[src/rtl/lobx_consts.svh]
`ifndef LOBX_CONSTS_SVH
`define LOBX_CONSTS_SVH

// opcodes
`define LOBX_OP_XOR_REG_REG 8'h26
`define LOBX_OP_OR_MEM_TO_REG 8'ha7
`define LOBX_OP_OR_DIRECT_WORD 8'hb7
`define LOBX_OP_OR_NIBBLE_IMMEDIATE 8'h37
`define LOBX_OP_OR_MEM_MEM 8'h67
`define LOBX_OP_OR_REG_REG 8'h27
`define LOBX_OP_JUMP_POST_INDEXED 8'hed
`define LOBX_OP_JUMP_PRE_INDEXED 8'hec
`define LOBX_OP_INCREMENT_ONE_AND_JUMP 8'he4
`define LOBX_OP_INCREMENT_TWO_AND_JUMP 8'he5

// instruction word fields, bit 15 of the word is the msb
`define LOBX_FLD_OPC_HI 15
`define LOBX_FLD_OPC_LO 8
`define LOBX_FLD_IND1 7
`define LOBX_FLD_R1_HI 6
`define LOBX_FLD_R1_LO 4
`define LOBX_FLD_IND2 3
`define LOBX_FLD_R2_HI 2
`define LOBX_FLD_R2_LO 0
`define LOBX_FLD_NIB_HI 7
`define LOBX_FLD_NIB_LO 4

// loop increments
`define LOBX_INC_ONE 16'h0001
`define LOBX_INC_TWO 16'h0002

// software registers, byte addresses
`define LOBX_REG_CTRL 8'h00
`define LOBX_REG_STATUS 8'h04
`define LOBX_REG_PC 8'h08
`define LOBX_REG_LAST_IR 8'h0c
`define LOBX_CTRL_RUN 0
`define LOBX_STATUS_BUSY 0
`define LOBX_STATUS_ILLEGAL 1
`define LOBX_PC_RESET 16'h0000
`define LOBX_IR_RESET 16'h0000

`endif

[src/rtl/lobx_pkg.sv]
package lobx_pkg;

  typedef enum logic [3:0] {
    LOBX_ST_FETCH,
    LOBX_ST_IRW,
    LOBX_ST_OPBEGIN,
    LOBX_ST_REGW,
    LOBX_ST_BASEW,
    LOBX_ST_IDX,
    LOBX_ST_IDXW,
    LOBX_ST_AFTIDX,
    LOBX_ST_INDW,
    LOBX_ST_DATA,
    LOBX_ST_DATAW,
    LOBX_ST_NEXT,
    LOBX_ST_EXEC,
    LOBX_ST_WRW
  } lobx_state_t;

  // how an operand is located
  typedef enum logic [2:0] {
    LOBX_K_REG,
    LOBX_K_MEM,
    LOBX_K_POST,
    LOBX_K_DIRECT,
    LOBX_K_IMM
  } lobx_kind_t;

  typedef enum logic [1:0] {
    LOBX_ALU_XOR,
    LOBX_ALU_OR,
    LOBX_ALU_ADD
  } lobx_aluop_t;

endpackage

[src/rtl/lobx_alu.sv]
module lobx_alu (
  // control
  input wire lobx_pkg::lobx_aluop_t op_i,
  // operands
  input wire logic [15:0] a_i,
  input wire logic [15:0] b_i,
  // result
  output logic [15:0] y_o
);

  always_comb begin
    case (op_i)
      lobx_pkg::LOBX_ALU_XOR: y_o = a_i ^ b_i; // RULE1
      lobx_pkg::LOBX_ALU_OR: y_o = a_i | b_i; // RULE4
      lobx_pkg::LOBX_ALU_ADD: y_o = a_i + b_i; // RULE12 RULE13
      default: y_o = 16'h0000;
    endcase
  end

endmodule // lobx_alu

[src/rtl/lobx_core.sv]
`include "lobx_consts.svh"

// Notes on behaviour
// (RULE1) register-register xor: result bit is one where input bits differ.
// (RULE2) logical results are written back to wherever operand 2 came from.
// (RULE3) register operand: register itself, or storage word it addresses when indirect.
// (RULE4) inclusive or: result bit set when either input bit is set.
// (RULE5) storage operands allow plain, indexed, indirect or indexed-then-indirect addressing.
// (RULE6) direct or takes operand 1 as full 16-bit second instruction word.
// (RULE7) direct operand indexing adds register, no overflow or link effect.
// (RULE8) nibble immediate from bits 8-11 or-ed into bits 12-15, upper bits zero.
// (RULE9) memory-memory or fetches both base words after the instruction.
// (RULE10) register-register or takes each operand from register or storage.
// (RULE11) post-indexed jump always loads program counter with effective target.
// (RULE12) add-one loop: zero continues, else add one, store, branch.
// (RULE13) add-two loop: as add-one but increment is two.
// (RULE14) pre-indexed jump: index added first, then that location holds target.
// (RULE15) word layout: opcode, ind1, r1, ind2, r2 from msb downward.
// (RULE16) post-indexed jump: resolve indirection first, then add index register.
module lobx_core (
  // clock and reset
  input wire logic clock_i,
  input wire logic sys_rst_i,
  // main storage port
  output logic mem_req_o,
  output logic mem_we_o,
  output logic [15:0] mem_addr_o,
  output logic [15:0] mem_wdata_o,
  input wire logic mem_ack_i,
  input wire logic [15:0] mem_rdata_i,
  // general register file port
  output logic gr_rd_o,
  output logic gr_we_o,
  output logic [2:0] gr_sel_o,
  output logic [15:0] gr_wdata_o,
  input wire logic [15:0] gr_rdata_i,
  // software register port
  input wire logic [7:0] reg_addr_i,
  input wire logic [31:0] reg_wdata_i,
  input wire logic reg_wr_i,
  input wire logic reg_rd_i,
  output logic [31:0] reg_rdata_o
);

  lobx_pkg::lobx_state_t state_q, state_d;
  logic [15:0] pc_q, pc_d, ir_q, ir_d, addr_q, addr_d, val_q, val_d;
  logic [15:0] op1_q, op1_d, op2_q, op2_d, cloc_addr_q, cloc_addr_d, loc2_addr_q, loc2_addr_d;
  logic opnd_q, opnd_d, cloc_mem_q, cloc_mem_d, loc2_mem_q, loc2_mem_d;
  logic run_q, run_d, ill_q, ill_d;
  logic mem_req_d, mem_we_d, gr_rd_d, gr_we_d;
  logic [15:0] mem_addr_d, mem_wdata_d, gr_wdata_d;
  logic [2:0] gr_sel_d;
  logic [31:0] reg_rdata_d;

  logic [7:0] opc, new_opc;
  logic [2:0] fld_r1, fld_r2, cur_r;
  logic cur_ind, is_loop, is_jump, is_logic, needs_op2, legal;
  lobx_pkg::lobx_kind_t kind1, kind2, cur_kind;
  lobx_pkg::lobx_aluop_t alu_op;
  logic [15:0] alu_a, alu_b, alu_y;

  // field decode
  assign opc = ir_q[`LOBX_FLD_OPC_HI:`LOBX_FLD_OPC_LO]; // RULE15
  assign new_opc = mem_rdata_i[`LOBX_FLD_OPC_HI:`LOBX_FLD_OPC_LO];
  assign fld_r1 = ir_q[`LOBX_FLD_R1_HI:`LOBX_FLD_R1_LO]; // RULE15
  assign fld_r2 = ir_q[`LOBX_FLD_R2_HI:`LOBX_FLD_R2_LO]; // RULE15
  assign cur_r = opnd_q ? fld_r2 : fld_r1;
  assign cur_ind = opnd_q ? ir_q[`LOBX_FLD_IND2] : ir_q[`LOBX_FLD_IND1];
  assign cur_kind = opnd_q ? kind2 : kind1;
  assign is_loop = (opc == `LOBX_OP_INCREMENT_ONE_AND_JUMP) || (opc == `LOBX_OP_INCREMENT_TWO_AND_JUMP);
  assign is_jump = (opc == `LOBX_OP_JUMP_POST_INDEXED) || (opc == `LOBX_OP_JUMP_PRE_INDEXED);
  assign is_logic = !is_loop && !is_jump;
  assign needs_op2 = !is_jump;

  always_comb begin
    case (new_opc)
      `LOBX_OP_XOR_REG_REG, `LOBX_OP_OR_MEM_TO_REG, `LOBX_OP_OR_DIRECT_WORD, `LOBX_OP_OR_NIBBLE_IMMEDIATE,
      `LOBX_OP_OR_MEM_MEM, `LOBX_OP_OR_REG_REG, `LOBX_OP_JUMP_POST_INDEXED, `LOBX_OP_JUMP_PRE_INDEXED,
      `LOBX_OP_INCREMENT_ONE_AND_JUMP, `LOBX_OP_INCREMENT_TWO_AND_JUMP: legal = 1'b1;
      default: legal = 1'b0;
    endcase
  end

  // operand location modes per opcode
  always_comb begin
    kind2 = lobx_pkg::LOBX_K_REG;
    case (opc)
      `LOBX_OP_XOR_REG_REG, `LOBX_OP_OR_REG_REG: kind1 = lobx_pkg::LOBX_K_REG; // RULE10
      `LOBX_OP_OR_DIRECT_WORD: kind1 = lobx_pkg::LOBX_K_DIRECT; // RULE6
      `LOBX_OP_OR_NIBBLE_IMMEDIATE: kind1 = lobx_pkg::LOBX_K_IMM;
      `LOBX_OP_JUMP_POST_INDEXED: kind1 = lobx_pkg::LOBX_K_POST; // RULE11
      `LOBX_OP_OR_MEM_MEM: begin
        kind1 = lobx_pkg::LOBX_K_MEM; // RULE9
        kind2 = lobx_pkg::LOBX_K_MEM; // RULE9
      end
      default: kind1 = lobx_pkg::LOBX_K_MEM;
    endcase
  end

  // execution unit operand steering
  always_comb begin
    alu_a = op1_q;
    alu_b = op2_q;
    if (opc == `LOBX_OP_XOR_REG_REG) begin
      alu_op = lobx_pkg::LOBX_ALU_XOR; // RULE1
    end else if (is_loop) begin
      alu_op = lobx_pkg::LOBX_ALU_ADD;
      alu_a = op2_q;
      alu_b = (opc == `LOBX_OP_INCREMENT_TWO_AND_JUMP) ? `LOBX_INC_TWO : `LOBX_INC_ONE; // RULE12 RULE13
    end else begin
      alu_op = lobx_pkg::LOBX_ALU_OR; // RULE4
    end
  end

  lobx_alu u_alu (
    .op_i(alu_op),
    .a_i(alu_a),
    .b_i(alu_b),
    .y_o(alu_y)
  );

  always_comb begin
    state_d = state_q;
    pc_d = pc_q;
    ir_d = ir_q;
    addr_d = addr_q;
    val_d = val_q;
    op1_d = op1_q;
    op2_d = op2_q;
    opnd_d = opnd_q;
    cloc_mem_d = cloc_mem_q;
    cloc_addr_d = cloc_addr_q;
    loc2_mem_d = loc2_mem_q;
    loc2_addr_d = loc2_addr_q;
    run_d = run_q;
    ill_d = ill_q;
    mem_req_d = 1'b0;
    mem_we_d = 1'b0;
    mem_addr_d = mem_addr_o;
    mem_wdata_d = mem_wdata_o;
    gr_rd_d = 1'b0;
    gr_we_d = 1'b0;
    gr_sel_d = gr_sel_o;
    gr_wdata_d = gr_wdata_o;
    if (reg_wr_i) begin
      case (reg_addr_i)
        `LOBX_REG_CTRL: run_d = reg_wdata_i[`LOBX_CTRL_RUN];
        `LOBX_REG_STATUS: if (reg_wdata_i[`LOBX_STATUS_ILLEGAL]) ill_d = 1'b0;
        `LOBX_REG_PC: if (state_q == lobx_pkg::LOBX_ST_FETCH) pc_d = reg_wdata_i[15:0];
        default: ;
      endcase
    end
    case (state_q)
      lobx_pkg::LOBX_ST_FETCH: begin
        if (run_q && !(reg_wr_i && reg_addr_i == `LOBX_REG_PC)) begin
          mem_req_d = 1'b1;
          mem_addr_d = pc_q;
          state_d = lobx_pkg::LOBX_ST_IRW;
        end
      end
      lobx_pkg::LOBX_ST_IRW: begin
        if (mem_ack_i) begin
          ir_d = mem_rdata_i;
          pc_d = pc_q + 16'h0001;
          opnd_d = 1'b0;
          if (legal) begin
            state_d = lobx_pkg::LOBX_ST_OPBEGIN;
          end else begin
            ill_d = 1'b1;
            run_d = 1'b0;
            state_d = lobx_pkg::LOBX_ST_FETCH;
          end
        end
      end
      lobx_pkg::LOBX_ST_OPBEGIN: begin
        case (cur_kind)
          lobx_pkg::LOBX_K_IMM: begin
            val_d = {12'h000, ir_q[`LOBX_FLD_NIB_HI:`LOBX_FLD_NIB_LO]}; // RULE8
            state_d = lobx_pkg::LOBX_ST_NEXT;
          end
          lobx_pkg::LOBX_K_REG: begin
            gr_rd_d = 1'b1;
            gr_sel_d = cur_r;
            state_d = lobx_pkg::LOBX_ST_REGW;
          end
          default: begin
            mem_req_d = 1'b1;
            mem_addr_d = pc_q; // RULE6 RULE9
            pc_d = pc_q + 16'h0001;
            state_d = lobx_pkg::LOBX_ST_BASEW;
          end
        endcase
      end
      lobx_pkg::LOBX_ST_REGW: begin
        if (cur_ind) begin
          mem_req_d = 1'b1; // RULE3
          mem_addr_d = gr_rdata_i;
          cloc_mem_d = 1'b1;
          cloc_addr_d = gr_rdata_i;
          state_d = lobx_pkg::LOBX_ST_DATAW;
        end else begin
          val_d = gr_rdata_i; // RULE3
          cloc_mem_d = 1'b0;
          cloc_addr_d = {13'h0, cur_r};
          state_d = lobx_pkg::LOBX_ST_NEXT;
        end
      end
      lobx_pkg::LOBX_ST_BASEW: begin
        if (mem_ack_i) begin
          addr_d = mem_rdata_i;
          if (cur_kind == lobx_pkg::LOBX_K_POST && cur_ind) begin
            mem_req_d = 1'b1; // RULE16
            mem_addr_d = mem_rdata_i;
            state_d = lobx_pkg::LOBX_ST_INDW;
          end else begin
            state_d = lobx_pkg::LOBX_ST_IDX;
          end
        end
      end
      lobx_pkg::LOBX_ST_IDX: begin
        if (cur_r != 3'h0) begin
          gr_rd_d = 1'b1;
          gr_sel_d = cur_r;
          state_d = lobx_pkg::LOBX_ST_IDXW;
        end else begin
          state_d = lobx_pkg::LOBX_ST_AFTIDX;
        end
      end
      lobx_pkg::LOBX_ST_IDXW: begin
        addr_d = addr_q + gr_rdata_i; // RULE5 RULE7 RULE14 RULE16
        state_d = lobx_pkg::LOBX_ST_AFTIDX;
      end
      lobx_pkg::LOBX_ST_AFTIDX: begin
        if (cur_kind == lobx_pkg::LOBX_K_DIRECT) begin
          val_d = addr_q; // RULE6 RULE7
          state_d = lobx_pkg::LOBX_ST_NEXT;
        end else if (cur_kind == lobx_pkg::LOBX_K_MEM && cur_ind) begin
          mem_req_d = 1'b1; // RULE5 RULE14
          mem_addr_d = addr_q;
          state_d = lobx_pkg::LOBX_ST_INDW;
        end else begin
          state_d = lobx_pkg::LOBX_ST_DATA;
        end
      end
      lobx_pkg::LOBX_ST_INDW: begin
        if (mem_ack_i) begin
          addr_d = mem_rdata_i;
          if (cur_kind == lobx_pkg::LOBX_K_POST) begin
            state_d = lobx_pkg::LOBX_ST_IDX; // RULE16
          end else begin
            state_d = lobx_pkg::LOBX_ST_DATA;
          end
        end
      end
      lobx_pkg::LOBX_ST_DATA: begin
        if (!opnd_q && !is_logic) begin
          val_d = addr_q; // RULE11 RULE14
          state_d = lobx_pkg::LOBX_ST_NEXT;
        end else begin
          mem_req_d = 1'b1;
          mem_addr_d = addr_q;
          cloc_mem_d = 1'b1;
          cloc_addr_d = addr_q;
          state_d = lobx_pkg::LOBX_ST_DATAW;
        end
      end
      lobx_pkg::LOBX_ST_DATAW: begin
        if (mem_ack_i) begin
          val_d = mem_rdata_i;
          state_d = lobx_pkg::LOBX_ST_NEXT;
        end
      end
      lobx_pkg::LOBX_ST_NEXT: begin
        if (!opnd_q) begin
          op1_d = val_q;
          if (needs_op2) begin
            opnd_d = 1'b1;
            state_d = lobx_pkg::LOBX_ST_OPBEGIN;
          end else begin
            state_d = lobx_pkg::LOBX_ST_EXEC;
          end
        end else begin
          op2_d = val_q;
          loc2_mem_d = cloc_mem_q; // RULE2
          loc2_addr_d = cloc_addr_q;
          state_d = lobx_pkg::LOBX_ST_EXEC;
        end
      end
      lobx_pkg::LOBX_ST_EXEC: begin
        state_d = lobx_pkg::LOBX_ST_FETCH;
        if (is_jump) begin
          pc_d = op1_q; // RULE11 RULE14
        end else if (!(is_loop && op2_q == 16'h0000)) begin
          if (is_loop) pc_d = op1_q; // RULE12 RULE13
          if (loc2_mem_q) begin
            mem_req_d = 1'b1; // RULE2
            mem_we_d = 1'b1;
            mem_addr_d = loc2_addr_q;
            mem_wdata_d = alu_y;
            state_d = lobx_pkg::LOBX_ST_WRW;
          end else begin
            gr_we_d = 1'b1; // RULE2
            gr_sel_d = loc2_addr_q[2:0];
            gr_wdata_d = alu_y;
          end
        end
      end
      lobx_pkg::LOBX_ST_WRW: begin
        if (mem_ack_i) state_d = lobx_pkg::LOBX_ST_FETCH;
      end
      default: state_d = lobx_pkg::LOBX_ST_FETCH;
    endcase
  end

  // register readback, data stand only in the cycle after the strobe
  always_comb begin
    reg_rdata_d = 32'h0000_0000;
    if (reg_rd_i) begin
      case (reg_addr_i)
        `LOBX_REG_CTRL: reg_rdata_d[`LOBX_CTRL_RUN] = run_q;
        `LOBX_REG_STATUS: begin
          reg_rdata_d[`LOBX_STATUS_BUSY] = (state_q != lobx_pkg::LOBX_ST_FETCH);
          reg_rdata_d[`LOBX_STATUS_ILLEGAL] = ill_q;
        end
        `LOBX_REG_PC: reg_rdata_d[15:0] = pc_q;
        `LOBX_REG_LAST_IR: reg_rdata_d[15:0] = ir_q;
        default: ;
      endcase
    end
  end

  always_ff @(posedge clock_i or posedge sys_rst_i) begin
    if (sys_rst_i) begin
      state_q <= lobx_pkg::LOBX_ST_FETCH;
      pc_q <= `LOBX_PC_RESET;
      ir_q <= `LOBX_IR_RESET;
      addr_q <= 16'h0000;
      val_q <= 16'h0000;
      op1_q <= 16'h0000;
      op2_q <= 16'h0000;
      opnd_q <= 1'b0;
      cloc_mem_q <= 1'b0;
      cloc_addr_q <= 16'h0000;
      loc2_mem_q <= 1'b0;
      loc2_addr_q <= 16'h0000;
      run_q <= 1'b0;
      ill_q <= 1'b0;
      mem_req_o <= 1'b0;
      mem_we_o <= 1'b0;
      mem_addr_o <= 16'h0000;
      mem_wdata_o <= 16'h0000;
      gr_rd_o <= 1'b0;
      gr_we_o <= 1'b0;
      gr_sel_o <= 3'h0;
      gr_wdata_o <= 16'h0000;
      reg_rdata_o <= 32'h0000_0000;
    end else begin
      state_q <= state_d;
      pc_q <= pc_d;
      ir_q <= ir_d;
      addr_q <= addr_d;
      val_q <= val_d;
      op1_q <= op1_d;
      op2_q <= op2_d;
      opnd_q <= opnd_d;
      cloc_mem_q <= cloc_mem_d;
      cloc_addr_q <= cloc_addr_d;
      loc2_mem_q <= loc2_mem_d;
      loc2_addr_q <= loc2_addr_d;
      run_q <= run_d;
      ill_q <= ill_d;
      mem_req_o <= mem_req_d;
      mem_we_o <= mem_we_d;
      mem_addr_o <= mem_addr_d;
      mem_wdata_o <= mem_wdata_d;
      gr_rd_o <= gr_rd_d;
      gr_we_o <= gr_we_d;
      gr_sel_o <= gr_sel_d;
      gr_wdata_o <= gr_wdata_d;
      reg_rdata_o <= reg_rdata_d;
    end
  end
endmodule // lobx_core

[config.mk]
export PLATFORM = sky130hd
export DESIGN_NAME = lobx_core
export DESIGN_NICKNAME = d
export VERILOG_FILES = /design/src/rtl/lobx_pkg.sv /design/src/rtl/lobx_alu.sv /design/src/rtl/lobx_core.sv
export VERILOG_INCLUDE_DIRS = /design/src /design/src/rtl
export SDC_FILE = /design/constraint.sdc
export NUM_CORES = 1
export LEC_CHECK = 0
export ABC_AREA = 0
export BUFFER_PORTS_ARGS = -buffer_cell sky130_fd_sc_hd__buf_2
export CORE_ASPECT_RATIO = 0.7
export CORE_UTILIZATION = 28
export DETAILED_ROUTE_END_ITERATION = 8
export GPL_ROUTABILITY_DRIVEN = 0
export SLEW_MARGIN = 20
export SYNTH_ARGS = -nofsm -noshare
export SYNTH_HDL_FRONTEND = slang
export SYNTH_SLANG_ARGS = --single-unit
[constraint.sdc]
create_clock -name clock_i -period 8.8 [get_ports clock_i]
set_input_delay 1.76 -clock clock_i [delete_from_list [all_inputs] [get_ports clock_i]]
set_output_delay 1.76 -clock clock_i [all_outputs]
set_load 0.02 [all_outputs]
==> flow_summary.ini <==
[run_status]
status = finished clean

[critical_path]
rr_worst_depth = 15
crit_end = gr_wdata_o[14]
critPathCaptureType = flop
crit_required_ns = 9.24
cp.arrival_ns = 5.05
timing.rr.end = gr_wdata_o[14]
r2r_setup_slack_ns = 4.19
r2r-start = ir_q[12]
cp_max_fo = 27
crit_type = reg -> reg
startpoint = ir_q[12]
cp-start-kind = flop

[sta]
final_max_slew_viol_count = 0
setup_viol = 0
fmax_mhz = 217.1
rsz0062_at_grt = no
min_period_ns = 4.606
maxSlewHeadroom_pct = 28.26
fin_tns_setup_ns = 0
hold_viol = 0
worst_slew_pin_slew_ns = 1.075
finClkSkew_ns = 0.02122
min_period_over_period_pct = 52.35

[grt]
grt_overflow_total = 0
grtUsageTotal_pct = 17.32
antenna_found_initial = 3
grt_pass1_vias = 9877
grt_max_degree = 98
grt_first_pass_wirelength_mm = 58.91

[routing]
drt-initial-drc-count = 1049
vias_per_cell = 5.250
antenna_left = 0
drtPass1Iterations = 6
wire_per_inst_um = 19.47
vias = 10400
drc = 0
wirelength_mm = 38.57

[cts]
clk_pin_slew_ns = 0.07
clock-sinks = 208
clk_latency_ns = 0.54
cts_buffer_depth = 3
cts_hold_buf = 0
cts_root_buf = clkbuf_16
cts_tree = yes
cts_buffers = 22
cts_htree_levels = 1
cts_setup_buffers = 0
cts-resized-gates = 0

[logic_synthesis]
synth_top_family_by_area = compound AO/OA/AOI/OAI gates
synth_compound_gate_area_share_pct = 19.82
async_flop_share_pct = 100.0
syn_area_per_cell_um2 = 9.288
synth.area.mux_share_pct = 9.995
ys_seq_area_share_pct = 42.91
synthXorXnorAreaFrac_pct = 1.805
synth_flop_cell = dfrtp_1
yosysMostFrequentCell = dfrtp_1
syn_area_um2 = 12130
synth_commonest_cells = dfrtp_1, nand2_1, nor2_1
synth_edf_count = 0
synthTopCellsByArea = dfrtp_1, mux2_2, nand2_1
ys_seq_elements = 208
synth_warnings = 0
synth_top_area_share_pct = 42.91
ys_types = 76
syn_inst = 1306
yosysTopAreaCell = dfrtp_1
synth_simple_gate_area_share_pct = 15.35
post_synth_fa_ha_maj_area_fraction_pct = 5.178

[floorplanning]
die-area_um2 = 44170
start_util_pct = 28.55
die_x_um = 250.8
core_area_um2 = 42490
rows = 63
fp.dieH_um = 176.1
ioPinCount = 164

[finish]
multi_input_area_um2 = 6409
layout-drive-gt1-share_pct = 20.95
nets = 1537
regArea_um2 = 5205
area_growth_pct = 15.97
postLayoutCellArea_um2 = 14070
nFillCells = 4348

[min_path]
hp-class = reg -> reg

[pwr]
power_density_nw_per_um2 = 382.1
seq_power_share_pct = 33.6
combPwrFrac_pct = 47.2
sw_frac_of_total_pct = 45.08
vdd_ir_drop_max_mv = 0.2526
intPower_mw = 2.951
p_leak_nw = 6.292
finalPower_mw = 5.374
clock_power_share_pct = 19.1
power.switching_mw = 2.423

[placed_design]
portBuffers = 131
dp_hpwl_mm = 29.02
dpl-instance-area_um2 = 13270

[flow_run]
cap_violations = 0
critical path, stage by stage (launching register included):
cell and delay, ns:
dfrtp_1 0.50, or4_2 0.77, nor2_1 0.17, buf_4 0.35, nand2_1 0.10, nand2_1 0.09
ha_1 0.27, nor2b_1 0.16, o21ai_0 0.27, a21boi_0 0.20, o41a_1 0.36, a221o_1 0.39
a2111oi_0 0.43, o21ai_0 0.13, o211a_1 0.16, o21ai_0 0.15
worst min-delay path by stage:
stage / cells past startpoint / endpoint / start
after floorplan: 2 / ill_q / ill_q
after global placement: 2 / mem_wdata_o[3] / mem_wdata_o[3]
after detailed placement: 2 / mem_wdata_o[2] / mem_wdata_o[2]
after CTS: 2 / mem_wdata_o[2] / mem_wdata_o[2]
after global routing: 2 / mem_wdata_o[2] / mem_wdata_o[2]
final: 2 / mem_wdata_o[9] / mem_wdata_o[9]
sequential cells by signal, indices dropped and copies added, names as in the netlist, 3 cells and up:
register	cells
gr_wdata_o	16
op1_q	16
addr_q	16
op2_q	16
mem_wdata_o	16
gr_sel_o	3
val_q	16
mem_addr_o	16
loc2_addr_q	16
ir_q	16
reg_rdata_o	16
cloc_addr_q	16
state_q	4
pc_q	16
kinds of logic after synthesis:
family / Yosys count
AND/OR/NAND/NOR: 419
AO/OA/AOI/OAI: 363
flip-flops: 208
buffers and inverters: 129
multiplexers: 112
adder cells (fa/ha/maj): 49
XOR/XNOR: 25
other: 1
routing by layer:
metal / wire, um / GRT usage, % / share of wire [%] / vias up
li1: - / - / - / 4892
met1: 17600 / 24.78 / 46 / 5058
met2: 17000 / 26.37 / 44 / 394
met3: 3339 / 4.305 / 8.7 / 55
met4: 621 / 3.400 / 1.6 / 2
met5: 11 / 0 / 0.029 / -
through the flow:
step | setup WS (ns) | util [%] | instances | hold slack [ns]
floorplan | 1.359 | - | 1321 | 0.4609
global placement | 4.105 | 31.22 | 1939 | 0.4563
detailed placement | 4.041 | 31.23 | 1939 | 0.4662
CTS | 4.225 | 33.08 | 1979 | 0.4817
global route | 3.712 | 33.10 | 1979 | 0.5059
finish | 4.194 | 33.11 | 1981 | 0.4722
power by group through the flow:
| stage | Sequential [mW] | Combinational (mW) | Clock (mW) |
|---|---|---|---|
| finish | 1.81 | 2.54 | 1.03 |
| global route | 1.85 | 2.82 | 1.09 |
| CTS | 1.80 | 2.51 | 1.05 |
| detailed placement | 1.81 | 2.49 | 0 |
| global placement | 1.80 | 2.43 | 0 |
| floorplan | 1.73 | 1.83 | 0 |
placed cells by master, fill, tap and decap left out, types with 11 or more instances in the layout:
cell,count
a21oi_1,95
a221oi_1,23
a22o_1,15
a22oi_1,31
a31oi_1,14
a31oi_2,13
and2_1,17
buf_2,131
buf_4,18
clkbuf_16,22
conb_1,16
dfrtp_1,208
ha_1,47
inv_1,45
mux2_2,73
mux2i_1,39
nand2_1,170
nand3_1,23
nor2_1,130
nor2b_1,11
nor3_1,13
o21ai_0,89
xnor2_1,16
layout make-up:
type                       count  share of cell area [%]
clock buffer                  28                   4.287
multi-input combinational    984                   45.56
tap                          552                   4.910
sequential                   208                   37.00
inverter                      46                   1.281
antenna                        2                 0.03558
clock inverter                12                   1.307
timing repair buffer         149                   5.621
No activity file was read; power rests on OpenSTA's default activity.
